$ cat src/design/sicu_defs.svh
// What this block does
// - Codes 00000 to 00111 are immediate commands
// - Codes 01000 to 10101 are interrupt commands
// - Chip reset clears everything like hard reset
// - Disconnect releases all bus lines at once
// - Timeout disconnect ignores former target's reselection
// - Disconnect while disconnected is ignored
// - Pause valid as target or disconnected only
// - Target pause aborts transfer, sets paused flag
// - Paused transfer keeps counter for resume
// - Pause before arbitration won: abandon, flag
// - Pause after arbitration: drop IDs, hold select
// - Idle pause sets paused flag immediately
// - Pause interrupts only as target with ATN; interrupts take precedence
// - Target pause with ATN raises bus service
// - Set attention only as initiator, immediately
// - Message out drops ATN at count end
// - ATN on select-with-attention win, parity error
// - Message accepted, initiator only, releases ACK
// - Last message-in byte: function complete, hold ACK
// - Immediate commands act within three clocks
// - Interrupt clears command register; immediates unstored
`ifndef SICU_DEFS_SVH
`define SICU_DEFS_SVH

// ************************************************************
// Command register layout and codes
// ************************************************************
`define SICU_CODE_MSB 4
`define SICU_CMD_RST_VAL 8'h00
`define SICU_IMM_LAST 5'h07
`define SICU_INT_FIRST 5'h08
`define SICU_INT_LAST 5'h15
`define SICU_C_CHIP_RESET 5'h00
`define SICU_C_DISCONNECT 5'h01
`define SICU_C_PAUSE 5'h02
`define SICU_C_SET_ATN 5'h03
`define SICU_C_MSG_ACCEPT 5'h04
`define SICU_C_CHIP_DISABLE 5'h05

// ************************************************************
// Status bit positions
// ************************************************************
`define SICU_ASR_PS_BIT 2
`define SICU_IR_FNC_BIT 0
`define SICU_IR_BUS_BIT 1
`define SICU_STAT_RST_VAL 8'h00
`define SICU_ID_OFF 2'b00

// ************************************************************
// Bus pin input indices
// ************************************************************
`define SICU_PIN_ATN 0
`define SICU_PIN_BSY 1
`define SICU_PIN_IO 2
`define SICU_PIN_MSG 3
`define SICU_PIN_CD 4
`define SICU_PIN_NUM 5

// ************************************************************
// Timing
// ************************************************************
`define SICU_CLK_KHZ 20000
`define SICU_SEL_HOLD_US 100
`define SICU_SEL_HOLD_CYC ((`SICU_SEL_HOLD_US * `SICU_CLK_KHZ + 999) / 1000)
`define SICU_HOLD_W 12

`endif

$ cat src/design/sicu_pkg.sv
package sicu_pkg;

   typedef enum logic [1:0] {
      ROLE_DIS,
      ROLE_INIT,
      ROLE_TARG
   } sicu_role_e;

   typedef enum logic [1:0] {
      PS_IDLE,
      PS_XFER,
      PS_HOLD,
      PS_BSY
   } sicu_pause_e;

   // Status and requests from the bus sequencer, same clock
   typedef struct packed {
      sicu_role_e role;
      logic sel_pending;
      logic arb_won;
      logic xfer_active;
      logic byte_done;
      logic msg_out_phase;
      logic tc_zero;
      logic sbt_byte_done;
      logic parity_err;
      logic selatn_won;
      logic last_in_byte;
      logic intr_event;
      logic timeout_disc;
      logic ack_req;
      logic sel_req;
      logic [1:0] id_req;
   } sicu_seq_s;

   // Orders to the bus sequencer
   typedef struct packed {
      logic int_go;
      logic chip_reset;
      logic disconnect;
      logic abort_xfer;
      logic abort_sel;
      logic ignore_target;
   } sicu_ctl_s;

   // Driven open-drain bus lines, one flag per line
   typedef struct packed {
      logic atn;
      logic ack;
      logic sel;
      logic [1:0] id;
   } sicu_pins_s;

endpackage : sicu_pkg

$ cat src/design/sicu_cmd_unit.sv
`timescale 1ns/1ps
`include "sicu_defs.svh"

module sicu_cmd_unit
   import sicu_pkg::*;
#(
   parameter int unsigned SEL_HOLD_CYC = `SICU_SEL_HOLD_CYC
) (
   input wire logic clock_in,
   input wire logic nrst_in,
   input wire logic cmd_wr_in,
   input wire logic [7:0] wdata_in,
   input wire logic ir_rd_in,
   input wire sicu_seq_s seq_in,
   input wire logic [`SICU_PIN_NUM-1:0] bus_n_in,
   output logic [7:0] command_register_out,
   output logic [7:0] auxiliary_status_register_out,
   output logic [7:0] interrupt_register_out,
   output sicu_ctl_s ctl_out,
   output sicu_pins_s bus_n_out,
   output sicu_pins_s bus_oe_out
);

   // ************************************************************
   // Pin synchronisers
   // ************************************************************
   logic [`SICU_PIN_NUM-1:0] s1_q;
   logic [`SICU_PIN_NUM-1:0] s2_q;
   logic [`SICU_PIN_NUM-1:0] s3_q;
   logic [`SICU_PIN_NUM-1:0] filt_q;

   genvar gi;
   generate
      for (gi = 0; gi < `SICU_PIN_NUM; gi++) begin : g_sync
         always_ff @(posedge clock_in or negedge nrst_in) begin
            if (!nrst_in) begin
               s1_q[gi] <= 1'b1;
               s2_q[gi] <= 1'b1;
               s3_q[gi] <= 1'b1;
               filt_q[gi] <= 1'b1;
            end else begin
               s1_q[gi] <= bus_n_in[gi];
               s2_q[gi] <= s1_q[gi];
               s3_q[gi] <= s2_q[gi];
               // Glitch of one sample is not taken
               if (s2_q[gi] == s3_q[gi]) begin
                  filt_q[gi] <= s3_q[gi];
               end
            end
         end
      end
   endgenerate

   // Lines are active low
   wire atn_on = ~filt_q[`SICU_PIN_ATN];
   wire bsy_on = ~filt_q[`SICU_PIN_BSY];
   wire msgin_phase = ~filt_q[`SICU_PIN_IO] & ~filt_q[`SICU_PIN_MSG] & ~filt_q[`SICU_PIN_CD];

   // ************************************************************
   // Command capture and decode
   // ************************************************************
   logic wr_q;
   logic [7:0] wdat_q;

   always_ff @(posedge clock_in or negedge nrst_in) begin
      if (!nrst_in) begin
         wr_q <= 1'b0;
         wdat_q <= `SICU_CMD_RST_VAL;
      end else begin
         wr_q <= cmd_wr_in;
         wdat_q <= wdata_in;
      end
   end

   wire [`SICU_CODE_MSB:0] code = wdat_q[`SICU_CODE_MSB:0];
   wire is_imm = wr_q && (code <= `SICU_IMM_LAST);
   wire is_int = wr_q && (code >= `SICU_INT_FIRST) && (code <= `SICU_INT_LAST);
   wire is_init = (seq_in.role == ROLE_INIT);
   wire is_targ = (seq_in.role == ROLE_TARG);
   wire is_dis = (seq_in.role == ROLE_DIS);
   wire do_reset = is_imm && (code == `SICU_C_CHIP_RESET);
   wire do_disc = is_imm && (code == `SICU_C_DISCONNECT) && !is_dis;
   wire do_pause = is_imm && (code == `SICU_C_PAUSE) && !is_init;
   wire do_atn = is_imm && (code == `SICU_C_SET_ATN) && is_init;
   wire do_macc = is_imm && (code == `SICU_C_MSG_ACCEPT) && is_init;
   wire msgin_last = seq_in.last_in_byte && msgin_phase;

   // ************************************************************
   // Pause sequencing
   // ************************************************************
   sicu_pause_e pst_q;
   sicu_pause_e pst_d;
   logic [`SICU_HOLD_W-1:0] cnt_q;
   logic [`SICU_HOLD_W-1:0] cnt_d;
   logic ps_set;
   logic bus_set;
   logic abort_sel;

   always_comb begin
      pst_d = pst_q;
      cnt_d = cnt_q;
      ps_set = 1'b0;
      bus_set = 1'b0;
      abort_sel = 1'b0;
      unique case (pst_q)
         PS_IDLE: begin
            if (do_pause) begin
               if (is_targ && atn_on) begin
                  bus_set = 1'b1;
               end else if (is_targ && seq_in.xfer_active) begin
                  pst_d = PS_XFER;
               end else if (seq_in.sel_pending && seq_in.arb_won) begin
                  pst_d = PS_HOLD;
                  cnt_d = `SICU_HOLD_W'(SEL_HOLD_CYC - 1);
               end else begin
                  ps_set = 1'b1;
                  abort_sel = seq_in.sel_pending;
               end
            end
         end
         PS_XFER: begin
            // Counter is left alone so the same code can resume
            if (seq_in.intr_event) begin
               pst_d = PS_IDLE;
            end else if (seq_in.byte_done || !seq_in.xfer_active) begin
               ps_set = 1'b1;
               pst_d = PS_IDLE;
            end
         end
         PS_HOLD: begin
            if (seq_in.intr_event) begin
               pst_d = PS_IDLE;
            end else if (cnt_q == '0) begin
               pst_d = PS_BSY;
            end else begin
               cnt_d = cnt_q - 1'b1;
            end
         end
         PS_BSY: begin
            if (seq_in.intr_event) begin
               pst_d = PS_IDLE;
            end else if (!bsy_on) begin
               ps_set = 1'b1;
               abort_sel = 1'b1;
               pst_d = PS_IDLE;
            end
         end
      endcase
      // A pending interrupt wins over the paused flag
      if (seq_in.intr_event) begin
         ps_set = 1'b0;
      end
      if (do_reset || do_disc) begin
         pst_d = PS_IDLE;
      end
   end

   wire hold_sel = (pst_d == PS_HOLD) || (pst_d == PS_BSY);

   // ************************************************************
   // Status, command register and bus line state
   // ************************************************************
   logic [7:0] cmd_q;
   logic [7:0] cmd_d;
   logic ps_q;
   logic ps_d;
   logic fnc_q;
   logic fnc_d;
   logic bsrv_q;
   logic bsrv_d;
   logic atn_q;
   logic atn_d;
   logic ackh_q;
   logic ackh_d;
   logic rel_q;
   logic rel_d;
   logic ign_q;
   logic ign_d;
   sicu_pins_s pins_d;
   sicu_ctl_s ctl_d;
   logic [7:0] asr_d;
   logic [7:0] ir_d;

   wire intr_any = msgin_last || bus_set || seq_in.intr_event;

   always_comb begin
      cmd_d = cmd_q;
      if (intr_any) begin
         cmd_d = `SICU_CMD_RST_VAL;
      end
      if (is_int) begin
         cmd_d = wdat_q;
      end
      // Set wins over the clear from a read or a new command
      ps_d = ps_set || (ps_q && !wr_q);
      fnc_d = msgin_last || (fnc_q && !ir_rd_in);
      bsrv_d = bus_set || (bsrv_q && !ir_rd_in);
      ackh_d = msgin_last || (ackh_q && !do_macc);
      if (do_atn || seq_in.selatn_won || (seq_in.parity_err && seq_in.xfer_active)) begin
         atn_d = 1'b1;
      end else if (seq_in.msg_out_phase && (seq_in.tc_zero || seq_in.sbt_byte_done)) begin
         atn_d = 1'b0;
      end else begin
         atn_d = atn_q;
      end
      rel_d = do_disc || (rel_q && !(is_dis && !seq_in.sel_pending));
      if (do_disc && is_init && seq_in.timeout_disc) begin
         ign_d = 1'b1;
      end else if (is_int) begin
         ign_d = 1'b0;
      end else begin
         ign_d = ign_q;
      end
      if (do_disc) begin
         atn_d = 1'b0;
         ackh_d = 1'b0;
      end
      // Released lines stay released until disconnected with no selection pending, a late set cannot drive them
      pins_d.atn = atn_d && !rel_d;
      pins_d.ack = (seq_in.ack_req || ackh_d) && !rel_d;
      pins_d.sel = (seq_in.sel_req || hold_sel) && !rel_d;
      pins_d.id = (hold_sel || rel_d) ? `SICU_ID_OFF : seq_in.id_req;
      ctl_d.int_go = is_int;
      ctl_d.chip_reset = do_reset;
      ctl_d.disconnect = do_disc;
      ctl_d.abort_xfer = (pst_d == PS_XFER);
      ctl_d.abort_sel = abort_sel;
      ctl_d.ignore_target = ign_d;
      // Chip reset returns everything to its power-up state
      if (do_reset) begin
         cmd_d = `SICU_CMD_RST_VAL;
         ps_d = 1'b0;
         fnc_d = 1'b0;
         bsrv_d = 1'b0;
         atn_d = 1'b0;
         ackh_d = 1'b0;
         rel_d = 1'b0;
         ign_d = 1'b0;
         pins_d = '0;
         ctl_d = '0;
         ctl_d.chip_reset = 1'b1;
      end
   end

   // Status words: flag bits only, the rest reads as zero
   always_comb begin
      asr_d = `SICU_STAT_RST_VAL;
      asr_d[`SICU_ASR_PS_BIT] = ps_d;
      ir_d = `SICU_STAT_RST_VAL;
      ir_d[`SICU_IR_FNC_BIT] = fnc_d;
      ir_d[`SICU_IR_BUS_BIT] = bsrv_d;
   end

   always_ff @(posedge clock_in or negedge nrst_in) begin
      if (!nrst_in) begin
         pst_q <= PS_IDLE;
         cnt_q <= '0;
         cmd_q <= `SICU_CMD_RST_VAL;
         ps_q <= 1'b0;
         fnc_q <= 1'b0;
         bsrv_q <= 1'b0;
         atn_q <= 1'b0;
         ackh_q <= 1'b0;
         rel_q <= 1'b0;
         ign_q <= 1'b0;
      end else begin
         pst_q <= pst_d;
         cnt_q <= cnt_d;
         cmd_q <= cmd_d;
         ps_q <= ps_d;
         fnc_q <= fnc_d;
         bsrv_q <= bsrv_d;
         atn_q <= atn_d;
         ackh_q <= ackh_d;
         rel_q <= rel_d;
         ign_q <= ign_d;
      end
   end

   // ************************************************************
   // Registered outputs
   // ************************************************************
   always_ff @(posedge clock_in or negedge nrst_in) begin
      if (!nrst_in) begin
         command_register_out <= `SICU_CMD_RST_VAL;
         auxiliary_status_register_out <= `SICU_STAT_RST_VAL;
         interrupt_register_out <= `SICU_STAT_RST_VAL;
         ctl_out <= '0;
         bus_oe_out <= '0;
         bus_n_out <= '1;
      end else begin
         command_register_out <= cmd_d;
         auxiliary_status_register_out <= asr_d;
         interrupt_register_out <= ir_d;
         ctl_out <= ctl_d;
         // Open drain: driven low only while enabled
         bus_oe_out <= pins_d;
         bus_n_out <= ~pins_d;
      end
   end

endmodule : sicu_cmd_unit

$ cat config.mk
export PLATFORM = sky130hd
export DESIGN_NAME = sicu_cmd_unit
export DESIGN_NICKNAME = d
export VERILOG_FILES = /design/src/design/sicu_pkg.sv /design/src/design/sicu_cmd_unit.sv
export VERILOG_INCLUDE_DIRS = /design/src /design/src/design
export SDC_FILE = /design/constraint.sdc
export NUM_CORES = 1
export LEC_CHECK = 0
export BUFFER_PORTS_ARGS = -buffer_cell sky130_fd_sc_hd__clkbuf_2
export CORE_AREA = 2 2 69 97
export DETAILED_ROUTE_END_ITERATION = 8
export DIE_AREA = 0 0 71 99
export PLACE_DENSITY = 0.84
export SLEW_MARGIN = 20
export SYNTH_ARGS = -nofsm -noshare
export SYNTH_HDL_FRONTEND = slang
export SYNTH_SLANG_ARGS = --single-unit
export TNS_END_PERCENT = 5
$ cat constraint.sdc
create_clock -name clock_in -period 3.1 [get_ports clock_in]
set_clock_uncertainty 0.2 [all_clocks]
set_input_delay 0.31 -clock clock_in [delete_from_list [all_inputs] [get_ports clock_in]]
set_output_delay 0.31 -clock clock_in [all_outputs]
set_load 0.005 [all_outputs]
==> results of run 1 <==
-- per-layer routing --
metal | vias up | wire length (um) | track usage (%)
met5 | - | 0 | 0
met4 | 0 | 133 | 6.82
met3 | 11 | 367 | 6.03
met2 | 74 | 3750 | 36.8
met1 | 1185 | 2600 | 23.8
li1 | 1134 | - | -
-- final timing paths --
check	slack, ns	cells after the start	to
setup reg to reg	0.19	7	cnt_q[11]$_DFFE_PN0P_
hold / removal	0.02	2	ctl_out[0]$_DFF_PN0_
setup / recovery	0.19	7	cnt_q[11]$_DFFE_PN0P_
max in group asynchronous	1.44	3	s3_q[4]$_DFF_PN1_
min in group asynchronous	0.41	2	cnt_q[7]$_DFFE_PN0P_
hold reg to reg	0.16	0	s2_q[3]$_DFF_PN1_
-- worst reg2reg max path, stage by stage (launching register included) --
cell,delay (ns)
dfrtp_1,0.43
inv_1,0.10
ha_1,0.27
and2_1,0.18
a211o_1,0.33
or4b_2,0.69
or4_1,0.48
a21oi_1,0.15
-- registers in the layout, summed over array words and instances (netlist names), 5 cells and up --
name	count
s2_q	5
cnt_q	12
command_register_out	8
s1_q	5
bus_oe_out	5
bus_n_out	5
s3_q	5
ctl_out	6
wdat_q	8
filt_q	5
-- kinds of logic (layout without fill, tap and decap cells) --
kind of cell,after synthesis,count (layout)
simple gates,96,96
flops,73,73
compound gates,55,55
buf+inv,33,115
fa+ha+maj,11,11
other cells,1,13
mux,1,1
-- where the power goes --
group	switching (uW)	leakage [uW]	internal, uW	total (uW)
logic	270	0.000838	173	443
clock network	348	0.000112	438	786
registers	45.3	0.000839	1050	1090
total	663	0.00179	1660	2320
-- metrics by stage --
step | power, uW | area [um^2] | hold slack, ns | cells
2_1_floorplan | 1370 | 3210 | -0.186 | 282
3_3_place_gp | 1520 | 3530 | 0.146 | 402
3_5_place_dp | 1530 | 3530 | 0.148 | 402
4_1_cts | 2340 | 3930 | 0.00690 | 436
5_1_grt | 2440 | 3930 | 0.0127 | 436
6_report | 2320 | 3930 | 0.0159 | 436
-- final cells by class --
cell class	instances	area (um^2)
clock buffers	14	206
clock inverters	2	13.8
fillers	486	2240
inverters	9	33.8
multi-input cells	176	1160
flip-flops and latches	73	1860
well taps	72	90.1
repair buffers	90	568
-- timing repair --
item                                    in CTS  in global routing
hold buffers                                18                  0
endpoints found under the setup margin       0                  0
resized for setup                            0                  0
endpoints found under the hold margin       51                  0
-- cell usage in the layout (no fill, tap or decap), types with 7 or more instances in the layout --
| cell | count |
|---|---|
| nand3_1 | 7 |
| inv_1 | 9 |
| nand2b_1 | 9 |
| dfrtp_1 | 48 |
| dlygate4sd3_1 | 18 |
| conb_1 | 13 |
| dfstp_2 | 25 |
| a22o_1 | 8 |
| nand2_1 | 9 |
| or3_1 | 8 |
| nor3_1 | 9 |
| clkbuf_8 | 9 |
| o31ai_1 | 7 |
| buf_4 | 11 |
| a21oi_1 | 14 |
| clkbuf_2 | 60 |
| nor2_1 | 18 |
==> out/qor.yml, run 1 <==
critical_path:
  endpoint_kind: "flop"
  startpoint_type: "flop"
  crit_type: "reg -> reg"
  slowest_delay_ns: 0.69
  path_cells: "inv_1, ha_1, and2_1, a211o_1, or4b_2, or4_1, a21oi_1"
  slowest_stage: "or4b_2"
  critPathArrivalTime_ns: 2.98
  crit_family: "simple AND/OR/NAND/NOR gates"
  path_buf_inv: 1
  path_max_fanout: 6
  required_ns: 3.17
  worstSetupStartpoint: "pst_q[0]$_DFF_PN0_"
  timing.rr.start: "pst_q[0]$_DFF_PN0_"
cts:
  root_buffer: "clkbuf_8"
  clock_latency_ns: 0.34
  htree_levels: 3
  cts_inserted_buffers: 9
  clockBufferDepth: 2
  cts_setup_buffers: 0
  clkTransAtPathRegs_ns: 0.08
  cts.sinks: 73
  cts_tree: "yes"
placed_design:
  dp_hpwl_mm: 4.75
  numPortBuffers: 61
  dp_worst_setup_slack_ns: 0.249
  routabilityCongestion: 0.956
outcome:
  outcome: "finished clean"
sta:
  fin_setup_tns_ns: 0
  worst_slack_ns: 0.192
  min_period_over_period_pct: 93.8
  grt_setup_unrepaired: "false"
  slew_headroom_pct: 43.8
  setup_violations: 0
  hold_violations: 0
  worstMarginPinSlew_ns: 0.843
  fin_crit_ns: 2.91
  fmax_ghz: 0.344
  drv_slew: 0
finish:
  postLayoutCoreUtil_pct: 63.7
  antenna_cells: 0
  drive_above_1_share_pct: 32.4
  layout.nets: 400
  area_delta_synth_final_pct: 24.3
logic_synthesis:
  syn-cell-area_mm2: 0.00316
  synth_area_leaders: "dfrtp_1 (38%), dfstp_2 (21%), buf_4 (4.0%), ha_1 (2.4%), a21oi_1 (2.2%)"
  synth_edf_count: 0
  synth_top_family_by_area: "simple AND/OR/NAND/NOR gates"
  syn_inst: 270
  synth_top_flop_cell: "dfrtp_1"
  synth-simple-area-share_pct: 18.3
  yosys_warnings: 0
  yosys.area.top_type: "dfrtp_1"
  ys_seq_area_share_pct: 58.8
  async_flop_share_pct: 100
  synth_mux_area_share_pct: 0.317
  yosysTopAreaCellShare_pct: 38.0
  avgSynthCellArea_um2: 11.7
  synthTopCellsByCount: "dfrtp_1 (48), dfstp_2 (25), nor2_1 (18)"
  ys_ff_latch: 73
  synth_compound_area_share_pct: 12.5
  yosysMostFrequentCell: "dfrtp_1"
  synthAdderAreaFrac_pct: 3.96
  synthXorXnorAreaFrac_pct: 0
  synth_cell_types: 53
hold_path:
  min-delay-start: "seq_in[4]"
  min_path_type: "in -> reg"
global_route:
  grt_pass1_wl_mm: 11.4
  grt_max_degree: 40
  grt_overflow: 0
  first_global_vias: 2446
  grt_usage_pct: 20.8
  antenna_found_initial: 0
routing:
  drcViolationCount: 0
  ant_nets: 0
  drt_iter0_drc: 189
  viasPerCell: 5.51
  wirelength_mm: 6.85
  dr.pass1.iters: 6
  wl_per_cell_um: 15.7
  vias: 2404
power_and_ir_drop:
  p_leak_uw: 0.00179
  vdd_drop_max_mv: 0.441
  p_per_area_mw_per_mm2: 591
floorplan:
  die_w_um: 71
  num_rows: 34
  core_mm2: 0.00617
  start_util_pct: 51.3
  die_y_um: 99
  num_io_pins: 75
  die_area_mm2: 0.00703
job:
  drv_cap: 0
No activity file was read; power rests on OpenSTA's default activity.
==> run 2: changes to the inputs <==
- MAX_ROUTING_LAYER: unset -> met4
==> run 2 against run 1 <==
- cell area hardly changed
- clock power shrank 1%
- via count is 0.92% higher
==> out/qor.yml, run 2 (synthesized netlist as in run 1, its figures left out) <==
outcome:
  outcome: "finished clean"
hold_path:
  min_path_type: "in -> reg"
  hold_depth: 3  # +1
  min_to: "bus_oe_out[2]$_DFF_PN0_"
  min-delay-start: "seq_in[2]"
sta:
  fmax_ghz: 0.341  # -0.99%
  fin_crit_ns: 2.94  # +0.0292 ns
  min_period_over_period_pct: 94.7  # +0.94 points
  worstMarginPinSlew_ns: 0.819  # -0.0247 ns
  grt_setup_unrepaired: "false"
  drv_slew: 0  # unchanged
  hold_slack_ns: 0.0228  # +0.00683 ns
  slew_headroom_pct: 45.4  # +1.6 points
  setup_violations: 0  # unchanged
  hold_violations: 0  # unchanged
  fin_setup_tns_ns: 0  # unchanged
power_and_ir_drop:
  vdd_drop_max_mv: 0.613  # +39%
  p_per_area_mw_per_mm2: 591  # -0.13%
  p_leak_uw: 0.00179  # about the same
finish:
  largest_reg_flops: 12  # unchanged
  seq_area_mm2: 0.00186  # unchanged
  drive_above_1_share_pct: 33.0  # +0.55 points
  n_fill_cell: 485  # -0.21%
  finalInstanceArea_mm2: 0.00393  # about the same
  final_common_cell: "clkbuf_2"
  multi_input_area_mm2: 0.00116  # unchanged
  layout.nets: 400  # unchanged
  regMostFlops: "cnt_q"
  largestRegisters: "cnt_q x12, command_register_out x8, wdat_q x8"
  layout_common_cells: "clkbuf_2 (60), dfrtp_1 (48), dfstp_2 (25), nor2_1 (18), dlygate4sd3_1 (18)"
  postLayoutCoreUtil_pct: 63.6  # about the same
  area_delta_synth_final_pct: 24.1  # about the same
  antenna_cells: 0  # unchanged
critical_path:
  endpoint_kind: "flop"
  timing.rr.start: "pst_q[0]$_DFF_PN0_"
  path_max_fanout: 6  # unchanged
  regToRegSetupSlack_ns: 0.16  # -0.03 ns
  r2r_cells: 7  # unchanged
  startpoint_type: "flop"
  critPathArrivalTime_ns: 2.99  # about the same
  crit_type: "reg -> reg"
  required_ns: 3.16  # about the same
  r2r_end: "cnt_q[11]$_DFFE_PN0P_"
routing:
  dr.pass1.iters: 4  # -2
  drcViolationCount: 0  # unchanged
  wl_per_cell_um: 16.1  # +2.6%
  vias: 2426  # +0.92%
  drt_iter0_drc: 142  # -25%
  viasPerCell: 5.56  # +0.92%
  ant_nets: 0  # unchanged
  wirelength_mm: 7.03  # +2.6%
global_route:
  first_global_vias: 2444  # -0.082%
  grt_overflow: 0  # unchanged
  grt_usage_pct: 21.6  # +0.82 points
  grt_max_degree: 38  # -5.0%
  grt_pass1_wl_mm: 11.4  # -0.60%
  antenna_found_initial: 0  # unchanged
floorplan:
  die_area_mm2: 0.00703  # unchanged
  start_util_pct: 51.3  # unchanged
  die_y_um: 99  # unchanged
  die_w_um: 71  # unchanged
  num_rows: 34  # unchanged
  core_mm2: 0.00617  # unchanged
  num_io_pins: 75  # unchanged
placed_design:
  placed_area_mm2: 0.00353  # unchanged
  numPortBuffers: 61  # unchanged
  dp_hpwl_mm: 4.74  # -0.39%
  routabilityCongestion: 0.932  # -2.5%
cts:
  cts_tree: "yes"
  cts.sinks: 73  # unchanged
  root_buffer: "clkbuf_8"
  cts_inserted_buffers: 9  # unchanged
  cts_resized: 0  # unchanged
  clockBufferDepth: 2  # unchanged
  clkTransAtPathRegs_ns: 0.08  # about the same
  cts_setup_buffers: 0  # unchanged
  clock_latency_ns: 0.34  # about the same
  htree_levels: 3  # unchanged
  cts_hold_buf: 18  # unchanged
job:
  drv_cap: 0  # unchanged
-- run 2: cell types whose count changed in the layout (fill, tap and decap cells not counted), sizes merged --
cell	change
inv	+2
clkbuf	-2
-- run 2: stage by stage --
| stage | setup slack, ns | power (uW) | std cells |
|---|---|---|---|
| floorplan | 0.270 | 1370 | 282 |
| detailed placement | 0.234 | 1530 | 402 |
| finish | 0.163 | 2320 | 436 |
| CTS | 0.198 | 2330 | 436 |
| global placement | 0.301 | 1520 | 402 |
| global route | 0.0292 | 2430 | 436 |
-- run 2: cell type report --
type | instances | area share, %
clock buffer | 12 | 4.78
inverter | 9 | 0.861
tap | 72 | 2.30
multi-input combinational | 176 | 29.5
sequential | 73 | 47.3
timing repair buffer | 90 | 14.5
clock inverter | 4 | 0.733
-- run 2: power breakdown --
| group | switching (uW) | internal, uW | leakage, uW | total [uW] |
|---|---|---|---|---|
| registers | 47.3 | 1050 | 0.000839 | 1100 |
| clock network | 363 | 414 | 0.000114 | 777 |
| logic | 272 | 173 | 0.000838 | 445 |
| total | 683 | 1640 | 0.00179 | 2320 |
-- run 2: worst max path at each step --
| stage | depth (start not counted) | slack [ns] | endpoint | start |
|---|---|---|---|---|
| 3_5_place_dp | 7 | 0.23 | cnt_q[11]$_DFFE_PN0P_ | pst_q[0]$_DFF_PN0_ |
| 2_1_floorplan | 8 | 0.27 | cnt_q[11]$_DFFE_PN0P_ | pst_q[0]$_DFF_PN0_ |
| 4_1_cts | 7 | 0.20 | cnt_q[11]$_DFFE_PN0P_ | pst_q[0]$_DFF_PN0_ |
| 6_report | 7 | 0.16 | cnt_q[11]$_DFFE_PN0P_ | pst_q[0]$_DFF_PN0_ |
| 3_3_place_gp | 5 | 0.30 | cnt_q[5]$_DFFE_PN0P_ | wdat_q[3]$_DFF_PN0_ |
| 5_1_grt | 7 | 0.03 | cnt_q[11]$_DFFE_PN0P_ | pst_q[0]$_DFF_PN0_ |
-- run 2: worst max-delay path, stage by stage, from the launching register on --
cell and delay [ns]:
dfrtp_1 0.42, inv_1 0.10, ha_1 0.27, and2_1 0.18, a211o_1 0.33, or4b_2 0.70, or4_1 0.49, a21oi_1 0.17
-- run 2: metal layers --
| metal | global-route usage, % | wire length (um) | share of wire, % | up-vias |
|---|---|---|---|---|
| met3 | 4.29 | 267 | 3.8 | 20 |
| met5 | - | 0 | 0 | - |
| met2 | 37.2 | 3870 | 55 | 72 |
| li1 | - | - | - | 1135 |
| met4 | 9.87 | 212 | 3.0 | 0 |
| met1 | 23.8 | 2680 | 38 | 1199 |
==> run 3: changes to the inputs <==
- REMOVE_ABC_BUFFERS: unset -> 1
==> run 3 against run 2 <==
- first-iteration DRC count increased by 3.5%
- highest routed layer unchanged
- setup slack improved by 0.021 ns
- register-to-register slack improved by 0.02 ns
- cell area is 0.83% lower
- fmax increased by 0.73%
- non-clock buffer count down 1
- global-route usage shrank 1.4 points
- worst hold slack improved by 0.0055 ns
- sequential cell count stayed put
- via count decreased by 1.4%
- clock power is 16% lower
- critical endpoint unchanged
==> out/qor.yml, run 3 (synthesized netlist as in run 1, its figures left out) <==
cts:
  cts_setup_buffers: 0  # unchanged
  cts_inserted_buffers: 9  # unchanged
  cts_tree: "yes"
  htree_levels: 3  # unchanged
  clockBufferDepth: 2  # unchanged
  root_buffer: "clkbuf_8"
  cts.sinks: 73  # unchanged
  clkTransAtPathRegs_ns: 0.07  # about the same
  clock_latency_ns: 0.33  # about the same
critical_path:
  r2r_cells: 7  # unchanged
  startpoint_type: "flop"
  regToRegSetupSlack_ns: 0.18  # +0.02 ns
  slowest_stage: "or4b_2"
  crit_type: "reg -> reg"
  slowest_delay_ns: 0.70  # about the same
  timing.rr.start: "pst_q[0]$_DFF_PN0_"
  required_ns: 3.15  # about the same
  endpoint_kind: "flop"
  r2r_end: "cnt_q[11]$_DFFE_PN0P_"
  path_cells: "inv_1, ha_1, and2_1, a211o_1, or4b_2, or4_1, a21oi_1"
  critPathArrivalTime_ns: 2.97  # -0.02 ns
  path_max_fanout: 6  # unchanged
  worstSetupStartpoint: "pst_q[0]$_DFF_PN0_"
placed_design:
  numPortBuffers: 61  # unchanged
  routabilityCongestion: 0.888  # -4.7%
  dp_hpwl_mm: 4.64  # -2.1%
  dp_worst_setup_slack_ns: 0.221  # -0.0130 ns
floorplan:
  start_util_pct: 51.3  # unchanged
  die_area_mm2: 0.00703  # unchanged
  die_y_um: 99  # unchanged
  core_mm2: 0.00617  # unchanged
  die_w_um: 71  # unchanged
  num_io_pins: 75  # unchanged
  num_rows: 34  # unchanged
finish:
  layout.nets: 399  # -0.25%
  regMostFlops: "cnt_q"
  area_delta_synth_final_pct: 23.1
  final_common_cell: "clkbuf_2"
  layout_common_cells: "clkbuf_2 (60), dfrtp_1 (48), dfstp_2 (25), nor2_1 (18), dlygate4sd3_1 (18)"
  antenna_cells: 0  # unchanged
  largestRegisters: "cnt_q x12, command_register_out x8, wdat_q x8"
  largest_reg_flops: 12  # unchanged
  drive_above_1_share_pct: 32.3  # -0.65 points
power_and_ir_drop:
  seqPwrFrac_pct: 50.0  # +2.7 points
  p_int_uw: 1550  # -5.1%
  p_per_area_mw_per_mm2: 561  # -5.0%
  vdd_drop_max_mv: 0.372  # -39%
  pwr-share-clk_pct: 30.0  # -3.5 points
  share_comb_of_total_power_pct: 20.1  # +0.9 points
  p_sw_share_pct: 28.9  # -0.53 points
  p_leak_uw: 0.00177  # -1.3%
  switching_power_uw: 632  # -7.5%
routing:
  wirelength_mm: 6.71  # -4.6%
  wl_per_cell_um: 15.4  # -4.1%
  drcViolationCount: 0  # unchanged
  dr.pass1.iters: 4  # unchanged
  ant_nets: 0  # unchanged
  viasPerCell: 5.51  # -0.95%
  drt_iter0_drc: 147  # +3.5%
  vias: 2392  # -1.4%
sta:
  fmax_ghz: 0.343  # +0.73%
  worstMarginPinSlew_ns: 0.889  # +0.0703 ns
  fin_crit_ns: 2.92  # -0.0212 ns
  slew_headroom_pct: 39.9  # -5.5 points
  hold_violations: 0  # unchanged
  grt_setup_unrepaired: "false"
  hold_slack_ns: 0.0283  # +0.00552 ns
  drv_slew: 0  # unchanged
  setup_violations: 0  # unchanged
  worst_slack_ns: 0.184  # +0.0212 ns
  min_period_over_period_pct: 94.1  # -0.68 points
  fin_setup_tns_ns: 0  # unchanged
hold_path:
  min_to: "bus_oe_out[2]$_DFF_PN0_"
  hold_depth: 3  # unchanged
  min_path_type: "in -> reg"
  min-delay-start: "seq_in[2]"
global_route:
  met3_usage_pct: 3.89  # -0.41 points
  grt_usage_pct: 20.2  # -1.4 points
  grt_pass1_wl_mm: 10.8  # -5.3%
  met1_usage_pct: 23.2  # -0.53 points
  top_usage_layer: "met2"
  grt_overflow: 0  # unchanged
  grt_max_degree: 39  # +2.6%
  first_global_vias: 2350  # -3.8%
  antenna_found_initial: 0  # unchanged
  grt_use_met2_pct: 34.4  # -2.9 points
outcome:
  outcome: "finished clean"
job:
  drv_cap: 0  # unchanged
-- run 3: changes by cell type in the layout (fill, tap and decap cells not counted) --
| cell | change |
|---|---|
| buf_4 | -2 |
| clkbuf_1 | +2 |
| clkbuf_16 | -2 |
| buf_12 | +1 |
| clkbuf_8 | +1 |
| inv_4 | -1 |
| inv_6 | -1 |
| nor4bb_1 | -1 |
| nor4bb_2 | +1 |
-- run 3: how the worst max path moves through the flow --
stage                                        to
after detailed placement  cnt_q[11]$_DFFE_PN0P_
after global routing      cnt_q[11]$_DFFE_PN0P_
after floorplan           cnt_q[11]$_DFFE_PN0P_
after global placement    cnt_q[11]$_DFFE_PN0P_
after CTS                 cnt_q[11]$_DFFE_PN0P_
final                     cnt_q[11]$_DFFE_PN0P_
-- run 3: critical path: cells and delay by family (launching register included) --
kind,cells,cell delay [ns]
AOI/OAI and AO/OA,2,0.48
adders and majority gates,1,0.27
buffers and inverters,1,0.10
DFF,1,0.42
and+or+nand+nor,3,1.36
-- run 3: what timing repair did --
action / in CTS / in global routing
gates resized for setup: 0 / 0
endpoints found under the setup margin: 0 / 0
hold endpoints to repair: 45 / 0
hold buffers: 18 / 0
-- run 3: per-stage QoR --
| step | cells | power, uW | area [um^2] | util [%] |
|---|---|---|---|---|
| 3_5_place_dp | 401 | 1520 | 3530 | 57.3 |
| 2_1_floorplan | 258 | 1340 | 3050 | - |
| 5_1_grt | 434 | 2300 | 3890 | 63.1 |
| 4_1_cts | 434 | 2200 | 3890 | 63.0 |
| 6_report | 434 | 2180 | 3890 | 63.1 |
| 3_3_place_gp | 401 | 1510 | 3530 | 57.3 |
-- run 3: metal layers --
layer	vias to the layer above	share of wire [%]	wire [um]
met5	-	0	0
met4	0	1.6	104
met3	9	4.3	288
met2	67	53	3580
met1	1186	41	2740
li1	1130	-	-
-- run 3: layout make-up --
cell class / instances / area [um^2]
inverter: 9 / 33.8
multi-input combinational: 176 / 1160
sequential: 73 / 1860
timing repair buffer: 89 / 573
fill: 487 / 2280
tap: 72 / 90.1
clock buffer: 13 / 159
clock inverter: 2 / 13.8
-- run 3: power by group through the flow --
stage | sequential (uW) | clock, uW | combinational (uW)
final | 1090 | 654 | 438
after floorplan | 1110 | 0 | 239
after global placement | 1110 | 0 | 406
after global routing | 1100 | 709 | 485
after detailed placement | 1110 | 0 | 415
after CTS | 1090 | 677 | 436
